[src/design/actuator_cfg.svh]
// Constants of the actuator register map: addresses, codes, field positions, timing.
// Assumes a frame decoder outside that hands over one register or bit per request.
//
// Function
// - Register n sits at protocol address n-1
// - All entries reachable via holding-register functions
// - Function codes 3 and 6 always supported
// - Codes 4, 16 reach same table; code 2 reads flag bits
// - Bit reads from 1664 return flags word bits
// - Setpoint is target in hundredths of percent
// - Override code selects fixed target instead
// - Command starts service action, then self-clears
// - Service registers persist in non-volatile storage
// - No setpoint/override write 120 s fires watchdog
// - Fault reset keeps flag bits 0 and 4
`ifndef ACTUATOR_CFG_SVH
`define ACTUATOR_CFG_SVH

`define ADDR_SETPOINT 16'h0000
`define ADDR_OVERRIDE 16'h0001
`define ADDR_ACTION 16'h0002
`define ADDR_CATEGORY 16'h0003
`define ADDR_POS_PCT 16'h0004
`define ADDR_POS_ABS 16'h0005
`define ADDR_FLOW_PCT 16'h0006
`define ADDR_FLOW_ABS 16'h0007
`define ADDR_SENSOR 16'h0008
`define ADDR_SERIAL1 16'h0064
`define ADDR_SERIAL2 16'h0065
`define ADDR_SERIAL4 16'h0066
`define ADDR_FW_REV 16'h0067
`define ADDR_FLAGS 16'h0068
`define ADDR_LOWER 16'h0069
`define ADDR_UPPER 16'h006a
`define ADDR_SENSOR_KIND 16'h006b
`define ADDR_FAIL_POS 16'h006c
`define ADDR_BIT_BASE 16'h0680
`define ADDR_BIT_LAST 16'h068f

`define FC_READ_BITS 8'h02
`define FC_READ_HOLD 8'h03
`define FC_READ_INPUT 8'h04
`define FC_WRITE_ONE 8'h06
`define FC_WRITE_MANY 8'h10

`define EXC_FUNCTION 8'h01
`define EXC_ADDRESS 8'h02
`define EXC_VALUE 8'h03

`define OVR_NONE 16'h0000
`define OVR_OPEN 16'h0001
`define OVR_CLOSE 16'h0002
`define OVR_MIN 16'h0003
`define OVR_MAX 16'h0005

`define ACT_NONE 16'h0000
`define ACT_CLEAR_FAULTS 16'h0004
`define ACT_LAST 16'h0004

`define FULL_SCALE 16'h2710
`define FLAG_KEEP_MASK 8'h11
`define FLAG_ACTIVITY_BIT 8
`define FLAG_GEAR_BIT 9
`define FLAG_WDOG_BIT 10

`define CLK_HZ 100000000
`define TICK_TIME_US 1000
`define TICK_CYCLES (`CLK_HZ / 1000000 * `TICK_TIME_US)
`define WDOG_TIME_S 120
`define WDOG_TICKS (`WDOG_TIME_S * 1000000 / `TICK_TIME_US)

`endif

[src/design/actuator_pkg.sv]
// Types shared by the actuator register map.
// Assumes the constants header is included alongside.
package actuator_pkg;
    typedef logic [15:0] word_t;
    typedef enum logic {PH_BOOT, PH_RUN} phase_e;
endpackage

[src/design/modbus_actuator_register_map.sv]
// Register map and command decoding of a bus-controlled damper actuator.
// Assumes a frame decoder that passes one word or bit per request and sends the answer.
`timescale 1ns/10ps
`include "actuator_cfg.svh"

module modbus_actuator_register_map #(
    parameter int unsigned TICK_CYCLES = `TICK_CYCLES,
    parameter int unsigned WDOG_TICKS = `WDOG_TICKS,
    parameter logic [15:0] SERIAL_ONE = 16'h0001,
    parameter logic [15:0] SERIAL_TWO = 16'h0002,
    parameter logic [15:0] SERIAL_FOUR = 16'h0004,
    parameter logic [15:0] FW_REV = 16'h0064
) (
    input wire logic clk,
    input wire logic rst_b,
    input wire logic req_valid,
    input wire logic [7:0] req_func,
    input wire logic [15:0] req_addr,
    input wire logic [15:0] req_wdata,
    output logic rsp_valid,
    output logic rsp_exc,
    output logic [7:0] rsp_code,
    output logic [15:0] rsp_data,
    input wire logic [15:0] unit_category,
    input wire logic [15:0] position_percent,
    input wire logic [15:0] position_absolute,
    input wire logic [15:0] flow_percent,
    input wire logic [15:0] flow_absolute,
    input wire logic [15:0] sensor_reading,
    input wire logic [7:0] fault_event,
    input wire logic activity_busy,
    input wire logic gear_released,
    input wire logic [15:0] nv_lower,
    input wire logic [15:0] nv_upper,
    input wire logic [15:0] nv_sensor_kind,
    input wire logic [15:0] nv_fail_pos,
    output logic nv_wr_en,
    output logic [1:0] nv_wr_sel,
    output logic [15:0] nv_wr_data,
    output logic [15:0] target_pos,
    output logic svc_start,
    output logic [15:0] svc_code
);
    // Serial numbers and firmware revision above are arbitrary values.
    actuator_pkg::phase_e phase_reg;
    actuator_pkg::word_t setpoint_reg, override_reg, action_reg;
    actuator_pkg::word_t lower_reg, upper_reg, sensor_kind_reg, fail_pos_reg;
    logic [7:0] fault_reg;
    logic wdog_fired_reg;
    logic [31:0] tick_cnt_reg, wdog_cnt_reg;
    actuator_pkg::word_t read_word;

    wire run = (phase_reg == actuator_pkg::PH_RUN);
    wire fc_read = (req_func == `FC_READ_HOLD) || (req_func == `FC_READ_INPUT);
    wire fc_write = (req_func == `FC_WRITE_ONE) || (req_func == `FC_WRITE_MANY);
    wire fc_bits = (req_func == `FC_READ_BITS);
    wire addr_lo = (req_addr <= `ADDR_SENSOR);
    wire addr_hi = (req_addr >= `ADDR_SERIAL1) && (req_addr <= `ADDR_FAIL_POS);
    wire addr_wr = (req_addr <= `ADDR_ACTION) || ((req_addr >= `ADDR_LOWER) && addr_hi);
    wire addr_bit = (req_addr >= `ADDR_BIT_BASE) && (req_addr <= `ADDR_BIT_LAST);
    wire ovr_ok = (req_wdata == `OVR_NONE) || (req_wdata == `OVR_OPEN) || (req_wdata == `OVR_CLOSE)
        || (req_wdata == `OVR_MIN) || (req_wdata == `OVR_MAX);
    wire val_ok = (req_addr == `ADDR_OVERRIDE) ? ovr_ok
        : (req_addr == `ADDR_ACTION) ? (req_wdata <= `ACT_LAST) : 1'b1;
    wire fc_ok = fc_read || fc_write || fc_bits;
    wire adr_ok = fc_bits ? addr_bit : fc_write ? addr_wr : (addr_lo || addr_hi);
    // Exception requests touch nothing: writes only happen through wr_hit
    wire wr_hit = req_valid && run && fc_write && addr_wr && val_ok;
    wire wr_sp = wr_hit && (req_addr == `ADDR_SETPOINT);
    wire wr_ovr = wr_hit && (req_addr == `ADDR_OVERRIDE);
    wire wr_act = wr_hit && (req_addr == `ADDR_ACTION);
    wire wr_nv = wr_hit && (req_addr >= `ADDR_LOWER);
    wire [1:0] nv_sel = 2'(req_addr - `ADDR_LOWER);
    wire tick = (tick_cnt_reg == TICK_CYCLES - 1);
    wire wdog_kick = wr_sp || wr_ovr;
    wire wdog_due = tick && (wdog_cnt_reg == WDOG_TICKS - 1) && !wdog_kick;
    wire clear_faults = (action_reg == `ACT_CLEAR_FAULTS);
    wire [15:0] flags_word = {5'h00, wdog_fired_reg, gear_released, activity_busy, fault_reg};
    wire [7:0] exc_code = !fc_ok ? `EXC_FUNCTION : !adr_ok ? `EXC_ADDRESS : `EXC_VALUE;
    wire exc_hit = !fc_ok || !adr_ok || (fc_write && !val_ok);

    always_comb begin
        case (req_addr)
            `ADDR_SETPOINT: read_word = setpoint_reg;
            `ADDR_OVERRIDE: read_word = override_reg;
            `ADDR_ACTION: read_word = action_reg;
            `ADDR_CATEGORY: read_word = unit_category;
            `ADDR_POS_PCT: read_word = position_percent;
            `ADDR_POS_ABS: read_word = position_absolute;
            `ADDR_FLOW_PCT: read_word = flow_percent;
            `ADDR_FLOW_ABS: read_word = flow_absolute;
            `ADDR_SENSOR: read_word = sensor_reading;
            `ADDR_SERIAL1: read_word = SERIAL_ONE;
            `ADDR_SERIAL2: read_word = SERIAL_TWO;
            `ADDR_SERIAL4: read_word = SERIAL_FOUR;
            `ADDR_FW_REV: read_word = FW_REV;
            `ADDR_FLAGS: read_word = flags_word;
            `ADDR_LOWER: read_word = lower_reg;
            `ADDR_UPPER: read_word = upper_reg;
            `ADDR_SENSOR_KIND: read_word = sensor_kind_reg;
            `ADDR_FAIL_POS: read_word = fail_pos_reg;
            default: read_word = 16'h0000;
        endcase
    end

    // Bit reads fetch one flag; the framer packs bits for multi-bit requests
    wire [15:0] rsp_word = fc_bits ? {15'h0000, flags_word[req_addr[3:0]]}
        : fc_read ? read_word : req_wdata;

    // Target: watchdog position beats override, override beats setpoint
    wire [15:0] target_next = wdog_fired_reg ? fail_pos_reg
        : (override_reg == `OVR_OPEN) ? `FULL_SCALE
        : (override_reg == `OVR_CLOSE) ? 16'h0000
        : (override_reg == `OVR_MIN) ? lower_reg
        : (override_reg == `OVR_MAX) ? upper_reg
        : setpoint_reg;

    always_ff @(posedge clk or negedge rst_b) begin
        if (!rst_b) begin
            phase_reg <= actuator_pkg::PH_BOOT;
        end else begin
            phase_reg <= actuator_pkg::PH_RUN;
        end
    end

    always_ff @(posedge clk or negedge rst_b) begin
        if (!rst_b) begin
            setpoint_reg <= 16'h0000;
            override_reg <= `OVR_NONE;
        end else begin
            if (wr_sp) setpoint_reg <= req_wdata;
            if (wr_ovr) override_reg <= req_wdata;
        end
    end

    // Action is visible for one cycle, then drops back to none by itself
    always_ff @(posedge clk or negedge rst_b) begin
        if (!rst_b) begin
            action_reg <= `ACT_NONE;
            svc_start <= 1'b0;
            svc_code <= `ACT_NONE;
        end else begin
            action_reg <= wr_act ? req_wdata : `ACT_NONE;
            svc_start <= (action_reg != `ACT_NONE);
            svc_code <= action_reg;
        end
    end

    // Service registers come from storage once after reset, and each write goes back
    always_ff @(posedge clk or negedge rst_b) begin
        if (!rst_b) begin
            lower_reg <= 16'h0000;
            upper_reg <= `FULL_SCALE;
            sensor_kind_reg <= 16'h0000;
            fail_pos_reg <= 16'h0000;
        end else if (!run) begin
            lower_reg <= nv_lower;
            upper_reg <= nv_upper;
            sensor_kind_reg <= nv_sensor_kind;
            fail_pos_reg <= nv_fail_pos;
        end else if (wr_nv) begin
            case (nv_sel)
                2'h0: lower_reg <= req_wdata;
                2'h1: upper_reg <= req_wdata;
                2'h2: sensor_kind_reg <= req_wdata;
                default: fail_pos_reg <= req_wdata;
            endcase
        end
    end

    always_ff @(posedge clk or negedge rst_b) begin
        if (!rst_b) begin
            nv_wr_en <= 1'b0;
            nv_wr_sel <= 2'h0;
            nv_wr_data <= 16'h0000;
        end else begin
            nv_wr_en <= wr_nv;
            nv_wr_sel <= nv_sel;
            nv_wr_data <= req_wdata;
        end
    end

    // New fault events win over a clear in the same cycle
    always_ff @(posedge clk or negedge rst_b) begin
        if (!rst_b) begin
            fault_reg <= 8'h00;
        end else begin
            fault_reg <= fault_event | (clear_faults ? (fault_reg & `FLAG_KEEP_MASK) : fault_reg);
        end
    end

    // Millisecond tick keeps the long watchdog count narrow and shortenable
    always_ff @(posedge clk or negedge rst_b) begin
        if (!rst_b) begin
            tick_cnt_reg <= 32'h0000_0000;
            wdog_cnt_reg <= 32'h0000_0000;
            wdog_fired_reg <= 1'b0;
        end else begin
            tick_cnt_reg <= tick ? 32'h0000_0000 : tick_cnt_reg + 32'h0000_0001;
            if (wdog_kick) begin
                wdog_cnt_reg <= 32'h0000_0000;
            end else if (tick && !wdog_fired_reg) begin
                wdog_cnt_reg <= wdog_due ? 32'h0000_0000 : wdog_cnt_reg + 32'h0000_0001;
            end
            if (wdog_kick) begin
                wdog_fired_reg <= 1'b0;
            end else if (wdog_due) begin
                wdog_fired_reg <= 1'b1;
            end
        end
    end

    always_ff @(posedge clk or negedge rst_b) begin
        if (!rst_b) begin
            target_pos <= 16'h0000;
        end else begin
            target_pos <= target_next;
        end
    end

    always_ff @(posedge clk or negedge rst_b) begin
        if (!rst_b) begin
            rsp_valid <= 1'b0;
            rsp_exc <= 1'b0;
            rsp_code <= 8'h00;
            rsp_data <= 16'h0000;
        end else begin
            rsp_valid <= req_valid && run;
            rsp_exc <= exc_hit;
            rsp_code <= exc_hit ? exc_code : req_func;
            rsp_data <= exc_hit ? 16'h0000 : rsp_word;
        end
    end

    property p_read_index;
        @(posedge clk) disable iff (!rst_b)
        (req_valid && run && req_func == `FC_READ_HOLD && req_addr == `ADDR_POS_PCT)
        |=> (rsp_valid && !rsp_exc && rsp_data == $past(position_percent));
    endproperty
    a_read_index: assert property (p_read_index) else $error("Address 4 did not return register 5");

    property p_flags_by_hold;
        @(posedge clk) disable iff (!rst_b)
        (req_valid && run && fc_read && req_addr == `ADDR_FLAGS) |=> (!rsp_exc && rsp_data == $past(flags_word));
    endproperty
    a_flags_by_hold: assert property (p_flags_by_hold) else $error("Flags word not reachable as register");

    property p_write_single;
        @(posedge clk) disable iff (!rst_b)
        (req_valid && run && req_func == `FC_WRITE_ONE && req_addr == `ADDR_SETPOINT)
        |=> (setpoint_reg == $past(req_wdata)) ##1 (target_pos == $past(setpoint_reg)
            || $past(override_reg) != `OVR_NONE || $past(wdog_fired_reg));
    endproperty
    a_write_single: assert property (p_write_single) else $error("Setpoint write did not reach target");

    property p_input_read;
        @(posedge clk) disable iff (!rst_b)
        (req_valid && run && req_func == `FC_READ_INPUT && req_addr == `ADDR_SENSOR)
        |=> (rsp_data == $past(sensor_reading) && rsp_code == `FC_READ_INPUT);
    endproperty
    a_input_read: assert property (p_input_read) else $error("Input register read missed table");

    property p_bit_read;
        @(posedge clk) disable iff (!rst_b)
        (req_valid && run && fc_bits && addr_bit)
        |=> (!rsp_exc && rsp_data[0] == $past(flags_word[req_addr[3:0]]));
    endproperty
    a_bit_read: assert property (p_bit_read) else $error("Bit read returned wrong flag");

    property p_override_open;
        @(posedge clk) disable iff (!rst_b)
        (override_reg == `OVR_OPEN && !wdog_fired_reg) |=> (target_pos == `FULL_SCALE);
    endproperty
    a_override_open: assert property (p_override_open) else $error("Open override not full scale");

    property p_action_clears;
        @(posedge clk) disable iff (!rst_b)
        (action_reg != `ACT_NONE && !wr_act) |=> (action_reg == `ACT_NONE && svc_start && svc_code == $past(action_reg));
    endproperty
    a_action_clears: assert property (p_action_clears) else $error("Service action did not start and clear");

    property p_nv_write;
        @(posedge clk) disable iff (!rst_b)
        (wr_hit && req_addr == `ADDR_UPPER) |=> (nv_wr_en && nv_wr_sel == 2'h1 && nv_wr_data == upper_reg);
    endproperty
    a_nv_write: assert property (p_nv_write) else $error("Service write not sent to storage");

    property p_wdog_fire;
        @(posedge clk) disable iff (!rst_b)
        wdog_due |=> (wdog_fired_reg && flags_word[`FLAG_WDOG_BIT]) ##1 (target_pos == fail_pos_reg || wdog_kick
            || $past(wdog_kick));
    endproperty
    a_wdog_fire: assert property (p_wdog_fire) else $error("Watchdog did not take fail position");

    property p_keep_bits;
        @(posedge clk) disable iff (!rst_b)
        (clear_faults && fault_reg[0] && fault_reg[4]) |=> (fault_reg[0] && fault_reg[4]);
    endproperty
    a_keep_bits: assert property (p_keep_bits) else $error("Bit 0 or 4 cleared by fault reset");

    property p_exc_stable;
        @(posedge clk) disable iff (!rst_b)
        (req_valid && run && exc_hit) |=> (rsp_exc && $stable(setpoint_reg) && $stable(override_reg) && !nv_wr_en);
    endproperty
    a_exc_stable: assert property (p_exc_stable) else $error("Exception request changed state");

    c_fault_clear: cover property (@(posedge clk) disable iff (!rst_b) clear_faults && fault_reg != 8'h00);
    c_wdog: cover property (@(posedge clk) disable iff (!rst_b) wdog_due);
    c_bad_func: cover property (@(posedge clk) disable iff (!rst_b) req_valid && run && !fc_ok);
    c_multi_write: cover property (@(posedge clk) disable iff (!rst_b) wr_hit && req_func == `FC_WRITE_MANY);
endmodule

[config.mk]
export PLATFORM = sky130hd
export DESIGN_NAME = modbus_actuator_register_map
export DESIGN_NICKNAME = d
export VERILOG_FILES = /design/src/design/actuator_pkg.sv /design/src/design/modbus_actuator_register_map.sv
export VERILOG_INCLUDE_DIRS = /design/src /design/src/design
export SDC_FILE = /design/constraint.sdc
export NUM_CORES = 1
export LEC_CHECK = 0
export ABC_AREA = 1
export CORE_ASPECT_RATIO = 2
export CORE_UTILIZATION = 45
export DETAILED_ROUTE_END_ITERATION = 7
export DONT_BUFFER_PORTS = 1
export PLACE_DENSITY = 0.72
export SYNTH_ARGS = -nofsm -noshare
export SYNTH_HDL_FRONTEND = slang
export SYNTH_SLANG_ARGS = --single-unit
[constraint.sdc]
create_clock -name clk -period 1.95 [get_ports clk]
set_input_delay 0.195 -clock clk [delete_from_list [all_inputs] [get_ports clk]]
set_output_delay 0.195 -clock clk [all_outputs]
set_load 0.03 [all_outputs]
==> After elaboration in Yosys (flattened, before gate mapping) <==
Cells that the tools add are included.
{ "totals": {"input_bits": 213, "output_inout_bits": 78, "wordCells": 157, "register_bits": 264} }
{ "classes": {"eq_ne": 40, "n_reduce_logical": 44, "n_lt_le_gt_ge": 9, "mux": 38, "bitwise": 1, "addsub": 3} }
{ "op_table": {"columns": ["cell", "n"], "rows": [
  ["2-to-1 mux 16 bit", 21],
  ["case mux 16 bit (18 select lines)", 1],
  ["== test 16 x 7 -> 1 bit (second input constant)", 9],
  ["2-to-1 mux 32 bit", 4],
  ["== test 16 x 3 -> 1 bit (second input constant)", 7],
  ["== test 16 x 2 -> 1 bit (second input constant)", 6],
  ["adder 32 x 1 -> 32 bit (second input constant)", 2],
  ["== test 32 x 17 -> 1 bit (second input constant)", 2],
  ["== test 16 x 1 -> 1 bit (second input constant)", 3],
  ["greater-or-equal comparator 16 x 7 -> 1 bit (second input constant)", 2],
  ["logical NOT 16 bit", 2],
  ["== test 16 x 4 -> 1 bit (second input constant)", 1],
  ["== test 8 x 2 -> 1 bit (second input constant)", 2],
  ["== test 8 x 3 -> 1 bit (second input constant)", 2],
  ["greater-or-equal comparator 16 x 11 -> 1 bit (second input constant)", 1],
  ["<= comparator 16 x 11 -> 1 bit (second input constant)", 1],
  ["<= comparator 16 x 2 -> 1 bit (second input constant)", 1],
  ["<= comparator 16 x 3 -> 1 bit (second input constant)", 1],
  ["<= comparator 16 x 4 -> 1 bit (second input constant)", 1],
  ["<= comparator 16 x 7 -> 1 bit (second input constant)", 1],
  ["2-to-1 mux 8 bit", 2],
  ["nonzero test 16 bit", 1],
  ["logical AND 1 bit", 15],
  ["logical OR 1 bit", 13],
  ["other kinds (16)", 34]
]} }

==> Longest topological paths before layout <==
Gate-level depths: netlist of run 1.
{ "depth": {"word_depth": 14, "depth_mapped": 15, "ltp_nobuf": 14} }

==> Worst setup path before layout of run 1 <==
Ideal clock, no wire load.
{ "synth_path": {"path_kind": "in2reg", "from": "input port req_addr[1]", "to": "register wdog_cnt_reg[20]", "path_buffers": 2, "cell_stages": 13, "t_arrival_ns": 2.037, "setup_ns": 0.121, "slack_ns": -0.208, "path_cell_list": "clkbuf_1 inv_1 ha_1 nand2_1 nor2_2 nand2_4 nand2_4 nand3_4 nand2_8 o2111ai_4 nand2_4 buf_12 o21ai_2"} }
{ "synth_via": {"elab_chain_cells": 13} }
{ "synth_lines": {"columns": ["element", "line", "source"], "rows": [
  ["start: declaration", "modbus_actuator_register_map.sv:18", "input wire logic [15:0] req_addr,"],
  ["greater-or-equal comparator 16 x 7 -> 1 bit (no line) / <= comparator 16 x 7 -> 1 bit (equally long branches)", null, null],
  ["logical AND 1 bit", "modbus_actuator_register_map.sv:58", "wire addr_hi = (req_addr >= `ADDR_SERIAL1) && (req_addr <= `ADDR_FAIL_POS);"],
  ["logical AND 1 bit", "modbus_actuator_register_map.sv:59", "wire addr_wr = (req_addr <= `ADDR_ACTION) || ((req_addr >= `ADDR_LOWER) && addr_hi);"],
  ["logical OR 1 bit", "modbus_actuator_register_map.sv:59", null],
  ["logical AND 1 bit (2 in series)", "modbus_actuator_register_map.sv:68", "wire wr_hit = req_valid && run && fc_write && addr_wr && val_ok;"],
  ["logical AND 1 bit, on equally long branches", "modbus_actuator_register_map.sv:69, modbus_actuator_register_map.sv:70", null],
  ["logical OR 1 bit (*)", "modbus_actuator_register_map.sv:75", "wire wdog_kick = wr_sp || wr_ovr;"],
  ["logical NOT 1 bit", "modbus_actuator_register_map.sv:76", "wire wdog_due = tick && (wdog_cnt_reg == WDOG_TICKS - 1) && !wdog_kick;"],
  ["logical AND 1 bit", "modbus_actuator_register_map.sv:76", null],
  ["2-to-1 mux 32 bit", "modbus_actuator_register_map.sv:203", "wdog_cnt_reg <= wdog_due ? 32'h0000_0000 : wdog_cnt_reg + 32'h0000_0001;"],
  ["2-to-1 mux 32 bit", "modbus_actuator_register_map.sv:202", "end else if (tick && !wdog_fired_reg) begin"],
  ["2-to-1 mux 32 bit", "modbus_actuator_register_map.sv:200", "if (wdog_kick) begin"],
  ["end signal: assignment", "modbus_actuator_register_map.sv:203", null],
  ["end: declaration", "modbus_actuator_register_map.sv:50", "logic [31:0] tick_cnt_reg, wdog_cnt_reg;"]
]} }
Every way passes the cells marked *; elsewhere a longest branch is shown, timed or not. The select of a mux whose other input is x is not followed.
A chain may end at the register's enable or synchronous reset.

==> Final worst setup path of run 1 <==
{ "layout_path": {"from": "register override_reg[6]", "to": "register target_pos[2]"} }
{ "layout_via": {"elab_chain_cells": 6} }
{ "layout_lines": {"columns": ["element", "line", "source"], "rows": [
  ["start: declaration", "modbus_actuator_register_map.sv:46", "actuator_pkg::word_t setpoint_reg, override_reg, action_reg;"],
  ["start signal: assignment", "modbus_actuator_register_map.sv:129", "override_reg <= `OVR_NONE;"],
  ["start signal: assignment", "modbus_actuator_register_map.sv:132", "if (wr_ovr) override_reg <= req_wdata;"],
  ["== test 16 x 3 -> 1 bit (no line)", null, null],
  ["2-to-1 mux 16 bit", "modbus_actuator_register_map.sv:115", ": (override_reg == `OVR_MAX) ? upper_reg"],
  ["2-to-1 mux 16 bit", "modbus_actuator_register_map.sv:114", ": (override_reg == `OVR_MIN) ? lower_reg"],
  ["2-to-1 mux 16 bit", "modbus_actuator_register_map.sv:113", ": (override_reg == `OVR_CLOSE) ? 16'h0000"],
  ["2-to-1 mux 16 bit (*)", "modbus_actuator_register_map.sv:112", ": (override_reg == `OVR_OPEN) ? `FULL_SCALE"],
  ["2-to-1 mux 16 bit (*)", "modbus_actuator_register_map.sv:111", "wire [15:0] target_next = wdog_fired_reg ? fail_pos_reg"],
  ["net target_next[2]", "modbus_actuator_register_map.sv:111", null],
  ["end signal: assignment", "modbus_actuator_register_map.sv:217", "target_pos <= target_next;"],
  ["end: declaration", "modbus_actuator_register_map.sv:40", "output logic [15:0] target_pos,"]
]} }
Mark *: on every way through the listed nets, which the timed path passes. The rest lies on a longest branch.

==> metrics.txt, run 1 <==
status complete, but fails checks; violated checks negative hold slack, negative setup slack; share of layout cells above drive strength 1 0.211; DR vias/cell 5.78; Inst Count DP 2763; Slew HR 0.467; Primary FF master, synth dfrtp_1; final setup margin -0.192 ns; CTS root buf clkbuf_16; initial antenna violation count 5; hold_buf cts 93; Total Die Area 0.0356 mm²; Num CTS Buffers 25; Synth cell types 53; Pwr Density 581 mW/mm²; die height 266 µm; first-pass GRT wire length 106000 µm; critical path endpoint category register; H-Tree Depth 1; post-synthesis cell count 2114; Final Non-Filler Cells 2938; worst slew pin tran 0.800 ns; final hold vios 264; CTS max path bufs 3; syn avg cell area 7.40 µm²; unrepaired setup endpoints after global routing yes; P_leak 10.2 nW; max-slew violations 0; dpl cell area 0.0181 mm²; final core occ 0.602; max_cap viols 0; Post-synth top cells nand2_1, nand3_1, dfrtp_1; Worst-Skew Late Latency 0.57 ns; Die W 134 µm; largest net degree at the start of global routing 265; fill count 3053; Peak VDD IR 0.000605 V; # DRC 0; clk slew on worst S/H paths 0.07 ns; minimum clock period 2.14 ns; sequential share of the synthesized area 0.423; RePlAce Congestion 1.07; Antenna Violating Nets Remaining 0; NumNets Final 2697; Initial Util 0.457; Syn Std Cell Area 0.0156 mm²; GRT Residual Overflow 0; drt pass-1 iters 6; Req. time, crit path 2.37 ns; Max Freq 467 MHz; Async S/R FF share, synth 1.00; routed vias 17.0k; row cnt 96; DRT Wirelength 73900 µm; CORE AREA 0.0342 mm²; All-Layer GR Usage 0.414; cell with the most instances after synthesis nand2_1; Startpoint Class register; Synth-to-Final Area Change 31.7%; WL/cell 25.2 µm; #FFs+latches synth 264; CTS tree built; DRT iter0 DRCs 1330; yosys warns 0; Ports 291; Final Cycle Share 1.10; crit path DAT 2.56 ns; Synth area leader dfrtp_1; # setup viols final 13; Crit Path Max Fanout 6; share of the synthesized area in the top cell type 0.414; worst min path class input port to async pin; PortBufs 0; DP HPWL 55100 µm; clk sinks 264; Worst Hold Slack -0.674 ns; Layout Skew 0.0300 ns; number of flops mapped to enable cells by yosys 0; fin area 0.0206 mm²; WS Path Type register to register; number of global-route vias before repair 16.9k; ranking of synthesized cells by area dfrtp_1, nand2_1, nand3_1
[where the power goes]
part / total [mW] / switching (mW) / internal [mW]
Clock: 5.17 / 2.39 / 2.78
Sequential: 5.92 / 0.243 / 5.67
Combinational: 0.890 / 0.535 / 0.355
Total: 12.0 / 3.17 / 8.81
[through the flow]
step | hold WS (ns) | total power, mW | setup slack, ns | setup TNS (ns)
floorplan | -0.101 | 6.42 | 0.0156 | 0
global placement | -0.0875 | 6.66 | -0.411 | -30.72
detailed placement | -0.0855 | 6.67 | -0.464 | -40.15
CTS | -0.686 | 12.0 | -0.0188 | -0.0267
global route | -0.681 | 12.3 | -0.315 | -3.15
finish | -0.674 | 12.0 | -0.192 | -1.30
[repair_timing]
| item | 4_1_cts | 5_1_grt |
|---|---|---|
| gates cloned | 0 | 5 |
| buffers inserted | 10 | 17 |
| resized for setup | 31 | 88 |
| hold endpoints to repair | 394 | 264 |
| pin swaps | 23 | 42 |
| setup endpoints to repair | 52 | 135 |
[cell usage in the layout (no fill, tap or decap), types with 51 or more instances in the layout]
cell type / netlist / routed
buf_4: 2 / 265
dfrtp_1: 259 / 258
dlygate4sd3_1: 0 / 92
inv_1: 198 / 192
nand2_1: 624 / 602
nand3_1: 296 / 289
nand4_1: 51 / 51
nor2_1: 172 / 158
nor3_1: 62 / 57
o21ai_0: 65 / 56
[worst max-delay path, cell delays in order, from the launching register on]
cell and delay (ns):
dfrtp_1 0.39, inv_1 0.09, nand4_1 0.09, buf_4 0.18
nor2_4 0.11, buf_4 0.13, nand4_4 0.11, buf_12 0.16
buf_8 0.11, o211ai_1 0.47, nand2_1 0.15
[path summary, 6_finish.rpt]
kind                                 startpoint               end  slack [ns]  cells after the start
worst min register to register   action_reg[15]      svc_code[15]        0.38                      0
worst min-delay path                      rst_b  wdog_cnt_reg[16]       -0.67                      0
worst max-delay path            override_reg[6]     target_pos[2]       -0.19                     10
min in group clk                   req_wdata[0]     nv_wr_data[0]        0.01                      1
max in group asynchronous                 rst_b  override_reg[13]        1.94                      0
worst max register to register  override_reg[6]     target_pos[2]       -0.19                     10
[logic make-up after synthesis]
group,Yosys count,share of synthesized area
simple gates,1332,0.397
buf+inv,301,0.0838
other cells,2,0.000480
xor+xnor,50,0.0280
compound gates,155,0.0601
flops,264,0.423
fa+ha+maj,10,0.00800
[final cells by class]
class	instances	area, µm²	share of cell area
Clock inverter	16	164	0.00796
Sequential cell	264	6610	0.321
Clock buffer	30	674	0.0327
Antenna cell	4	10.0	0.000486
Inverter	219	828	0.0402
Multi-Input combinational cell	1565	8120	0.394
Tap cell	441	552	0.0268
Timing Repair Buffer	399	3640	0.176
[per-layer routing]
metal | up-vias | wire length [µm] | global-route usage
li1 | 7602 | - | -
met1 | 8008 | 21400 | 0.361
met2 | 938 | 36000 | 0.706
met3 | 420 | 5880 | 0.117
met4 | 4 | 10500 | 0.475
met5 | - | 18 | 0
(Power assumes the default switching activity.)
==> inputs of run 2 (changes only) <==
- PLACE_DENSITY: 0.72 -> 0.7
- clock period: 1.95 -> 2.23 ns (I/O delays scaled with it)
==> run 2 against run 1 <==
- the run ends with negative hold slack left
- largest cell class unchanged
- cell count shrank 4.6%
- clock skew shrank 0.014 ns
- hold slack better by 0.030 ns
- critical path type unchanged
- die area did not move
- combinational power shrank 15%
- non-clock buffer count decreased by 138
- maximum frequency is 2.5% lower
- global-route usage fell by 0.78 points
- critical endpoint is now target_pos[0]
- wire length is 2.5% lower
- setup slack improved by 0.22 ns
- critical path depth down 2
==> metrics.txt, run 2 (synthesis results as in run 1) <==
unrepaired setup endpoints after global routing no; Worst R2R End target_pos[0]; commonest non-fill, non-tap cell in the layout nand2_1; CP most frequent cell buf_4; DP HPWL 54400 µm (-1.2%); Post-CTS Setup Bufs 0 (-10); Worst-Skew Late Latency 0.56 ns (about the same); DR vias/cell 5.72 (-0.93%); Initial Util 0.457 (unchanged); crit path DAT 2.62 ns (+0.06 ns); most frequent cells in the layout nand2_1, nand3_1, dfrtp_1; DRT iter0 DRCs 1027 (-23%); Worst Hold Slack -0.644 ns (+0.0301 ns); Num CTS Buffers 25 (unchanged); Slowest Stage Delay on Critical Path 0.38 ns (-0.09 ns); GRT Residual Overflow 0 (unchanged); CTS root buf clkbuf_16; violated checks negative hold slack; clk slew on worst S/H paths 0.07 ns (about the same); largest net degree at the start of global routing 265 (unchanged); fill count 3306 (+8.3%); max_cap viols 0 (unchanged); CTS max path bufs 3 (unchanged); routed vias 16.0k (-5.5%); Pwr Density 569 mW/mm² (-2.1%); Peak VDD IR 0.000563 V (-6.9%); initial antenna violation count 6 (+1); # setup viols final 0 (-13); final hold vios 259 (-1.9%); critical path endpoint category register; hold_buf cts 95 (+2.2%); Synth-to-Final Area Change 21.9%; delay-heaviest family, CP simple AND/OR/NAND/NOR gates; drt pass-1 iters 7 (+1); Inst Count DP 2655 (-3.9%); CTS tree built; Die W 134 µm (unchanged); max-slew violations 0 (unchanged); first-pass GRT wire length 103000 µm (-2.4%); status complete, but fails checks; clk sinks 264 (unchanged); critical path's slowest cell dfrtp_1; Ports 291 (unchanged); number of global-route vias before repair 16.2k (-4.2%); share of layout cells above drive strength 1 0.138 (-0.0734); final setup TNS 0 ns (+1.30 ns); WS Path Type register to register; row cnt 96 (unchanged); WL/cell 25.7 µm (+2.3%); Req. time, crit path 2.65 ns (+0.28 ns); RePlAce Congestion 1.06 (-1.5%); Antenna Violating Nets Remaining 0 (unchanged); worst reg2reg setup slack 0.03 ns (+0.22 ns); crit-path cells or2_2 -> nor4_4 -> buf_4 -> nand4_2 -> buf_4 -> buf_4 -> o211ai_1 -> nand2_1; # DRC 0 (unchanged); Crit Path Max Fanout 12 (+6); All-Layer GR Usage 0.406 (-0.00784); NumNets Final 2560 (-5.1%); reg2reg start override_reg[13]; Layout Skew 0.0156 ns (-0.0144 ns); Startpoint Class register; Final Cycle Share 0.985 (-0.113); P_leak 9.46 nW (-7.5%); Critical Path Start override_reg[13]; r2r worst-path depth 8 (-2); worst min path class input port to async pin; PortBufs 0 (unchanged); die height 266 µm (unchanged); worst slew pin tran 1.27 ns (+0.467 ns); Final Non-Filler Cells 2802 (-4.6%); Max Freq 455 MHz (-2.5%); H-Tree Depth 1 (unchanged); critical path buffer and inverter count 3 (-2); minimum clock period 2.20 ns (+0.0555 ns); Total Die Area 0.0356 mm² (unchanged); Slew HR 0.155 (-0.311); DRT Wirelength 72100 µm (-2.5%); CORE AREA 0.0342 mm² (unchanged)
==> run 2: cell count changes in the layout (fill, tap and decap cells not counted), sizes merged <==
cell	change
dlymetal6s4s	-1
clkinv	-6
diode	+2
bufinv	+4
inv	-2
clkbuf	-2
dlygate4sd3	+3
nor2	+1
buf	-135
==> run 2: worst register-to-register path, stage by stage (launching register included) <==
cell and delay, ns:
dfrtp_1 0.38, or2_2 0.34, nor4_4 0.20, buf_4 0.19
nand4_2 0.08, buf_4 0.20, buf_4 0.19, o211ai_1 0.36
nand2_1 0.13
==> run 2: worst max path at each step <==
stage,end,slack (ns),depth (start not counted)
detailed placement,setpoint_reg[15],-0.20,12
floorplan,wdog_cnt_reg[20],0.04,13
global placement,setpoint_reg[0],-0.18,12
global route,target_pos[10],0.001,10
CTS,wdog_cnt_reg[11],-0.01,11
finish,target_pos[0],0.03,8
==> run 2: through the flow <==
stage / hold WS, ns / util / cell area [µm²] / worst slack, ns / power, mW
detailed placement: -0.0623 / 0.501 / 17100 / -0.205 / 5.82
finish: -0.644 / 0.557 / 19100 / 0.0325 / 10.9
CTS: -0.647 / 0.555 / 19000 / -0.0139 / 10.8
floorplan: -0.0726 / - / 15700 / 0.0439 / 5.60
global route: -0.655 / 0.557 / 19100 / 0.000969 / 11.1
global placement: -0.0589 / 0.501 / 17100 / -0.184 / 5.81
==> run 2: layout make-up <==
type,count,area [µm²],share of cell area
antenna,6,15.0,0.000787
multi-input combinational,1566,7830,0.411
tap,441,552,0.0289
clock inverter,12,226,0.0119
inverter,219,822,0.0431
clock buffer,33,686,0.0359
sequential,264,6610,0.347
timing repair buffer,261,2330,0.122
==> run 2: metal layers <==
layer | share of wire | routed length [µm] | vias up | global-route usage
met2 | 0.50 | 36300 | 762 | 0.708
met1 | 0.30 | 21800 | 7632 | 0.365
li1 | - | - | 7310 | -
met5 | 0.00018 | 13 | - | 0
met3 | 0.066 | 4740 | 330 | 0.0941
met4 | 0.13 | 9280 | 2 | 0.439
==> run 2: report_power, final <==
part	total, mW	switching [mW]	internal [mW]
registers	5.18	0.214	4.96
clock network	4.92	2.05	2.87
logic	0.756	0.460	0.297
total	10.9	2.72	8.13
==> run 2: timing repair <==
action	in CTS	in global routing
gates resized for setup	0	18
gates cloned	0	1
endpoints found under the setup margin	1	63
pin swaps	0	4
hold endpoints to repair	393	264
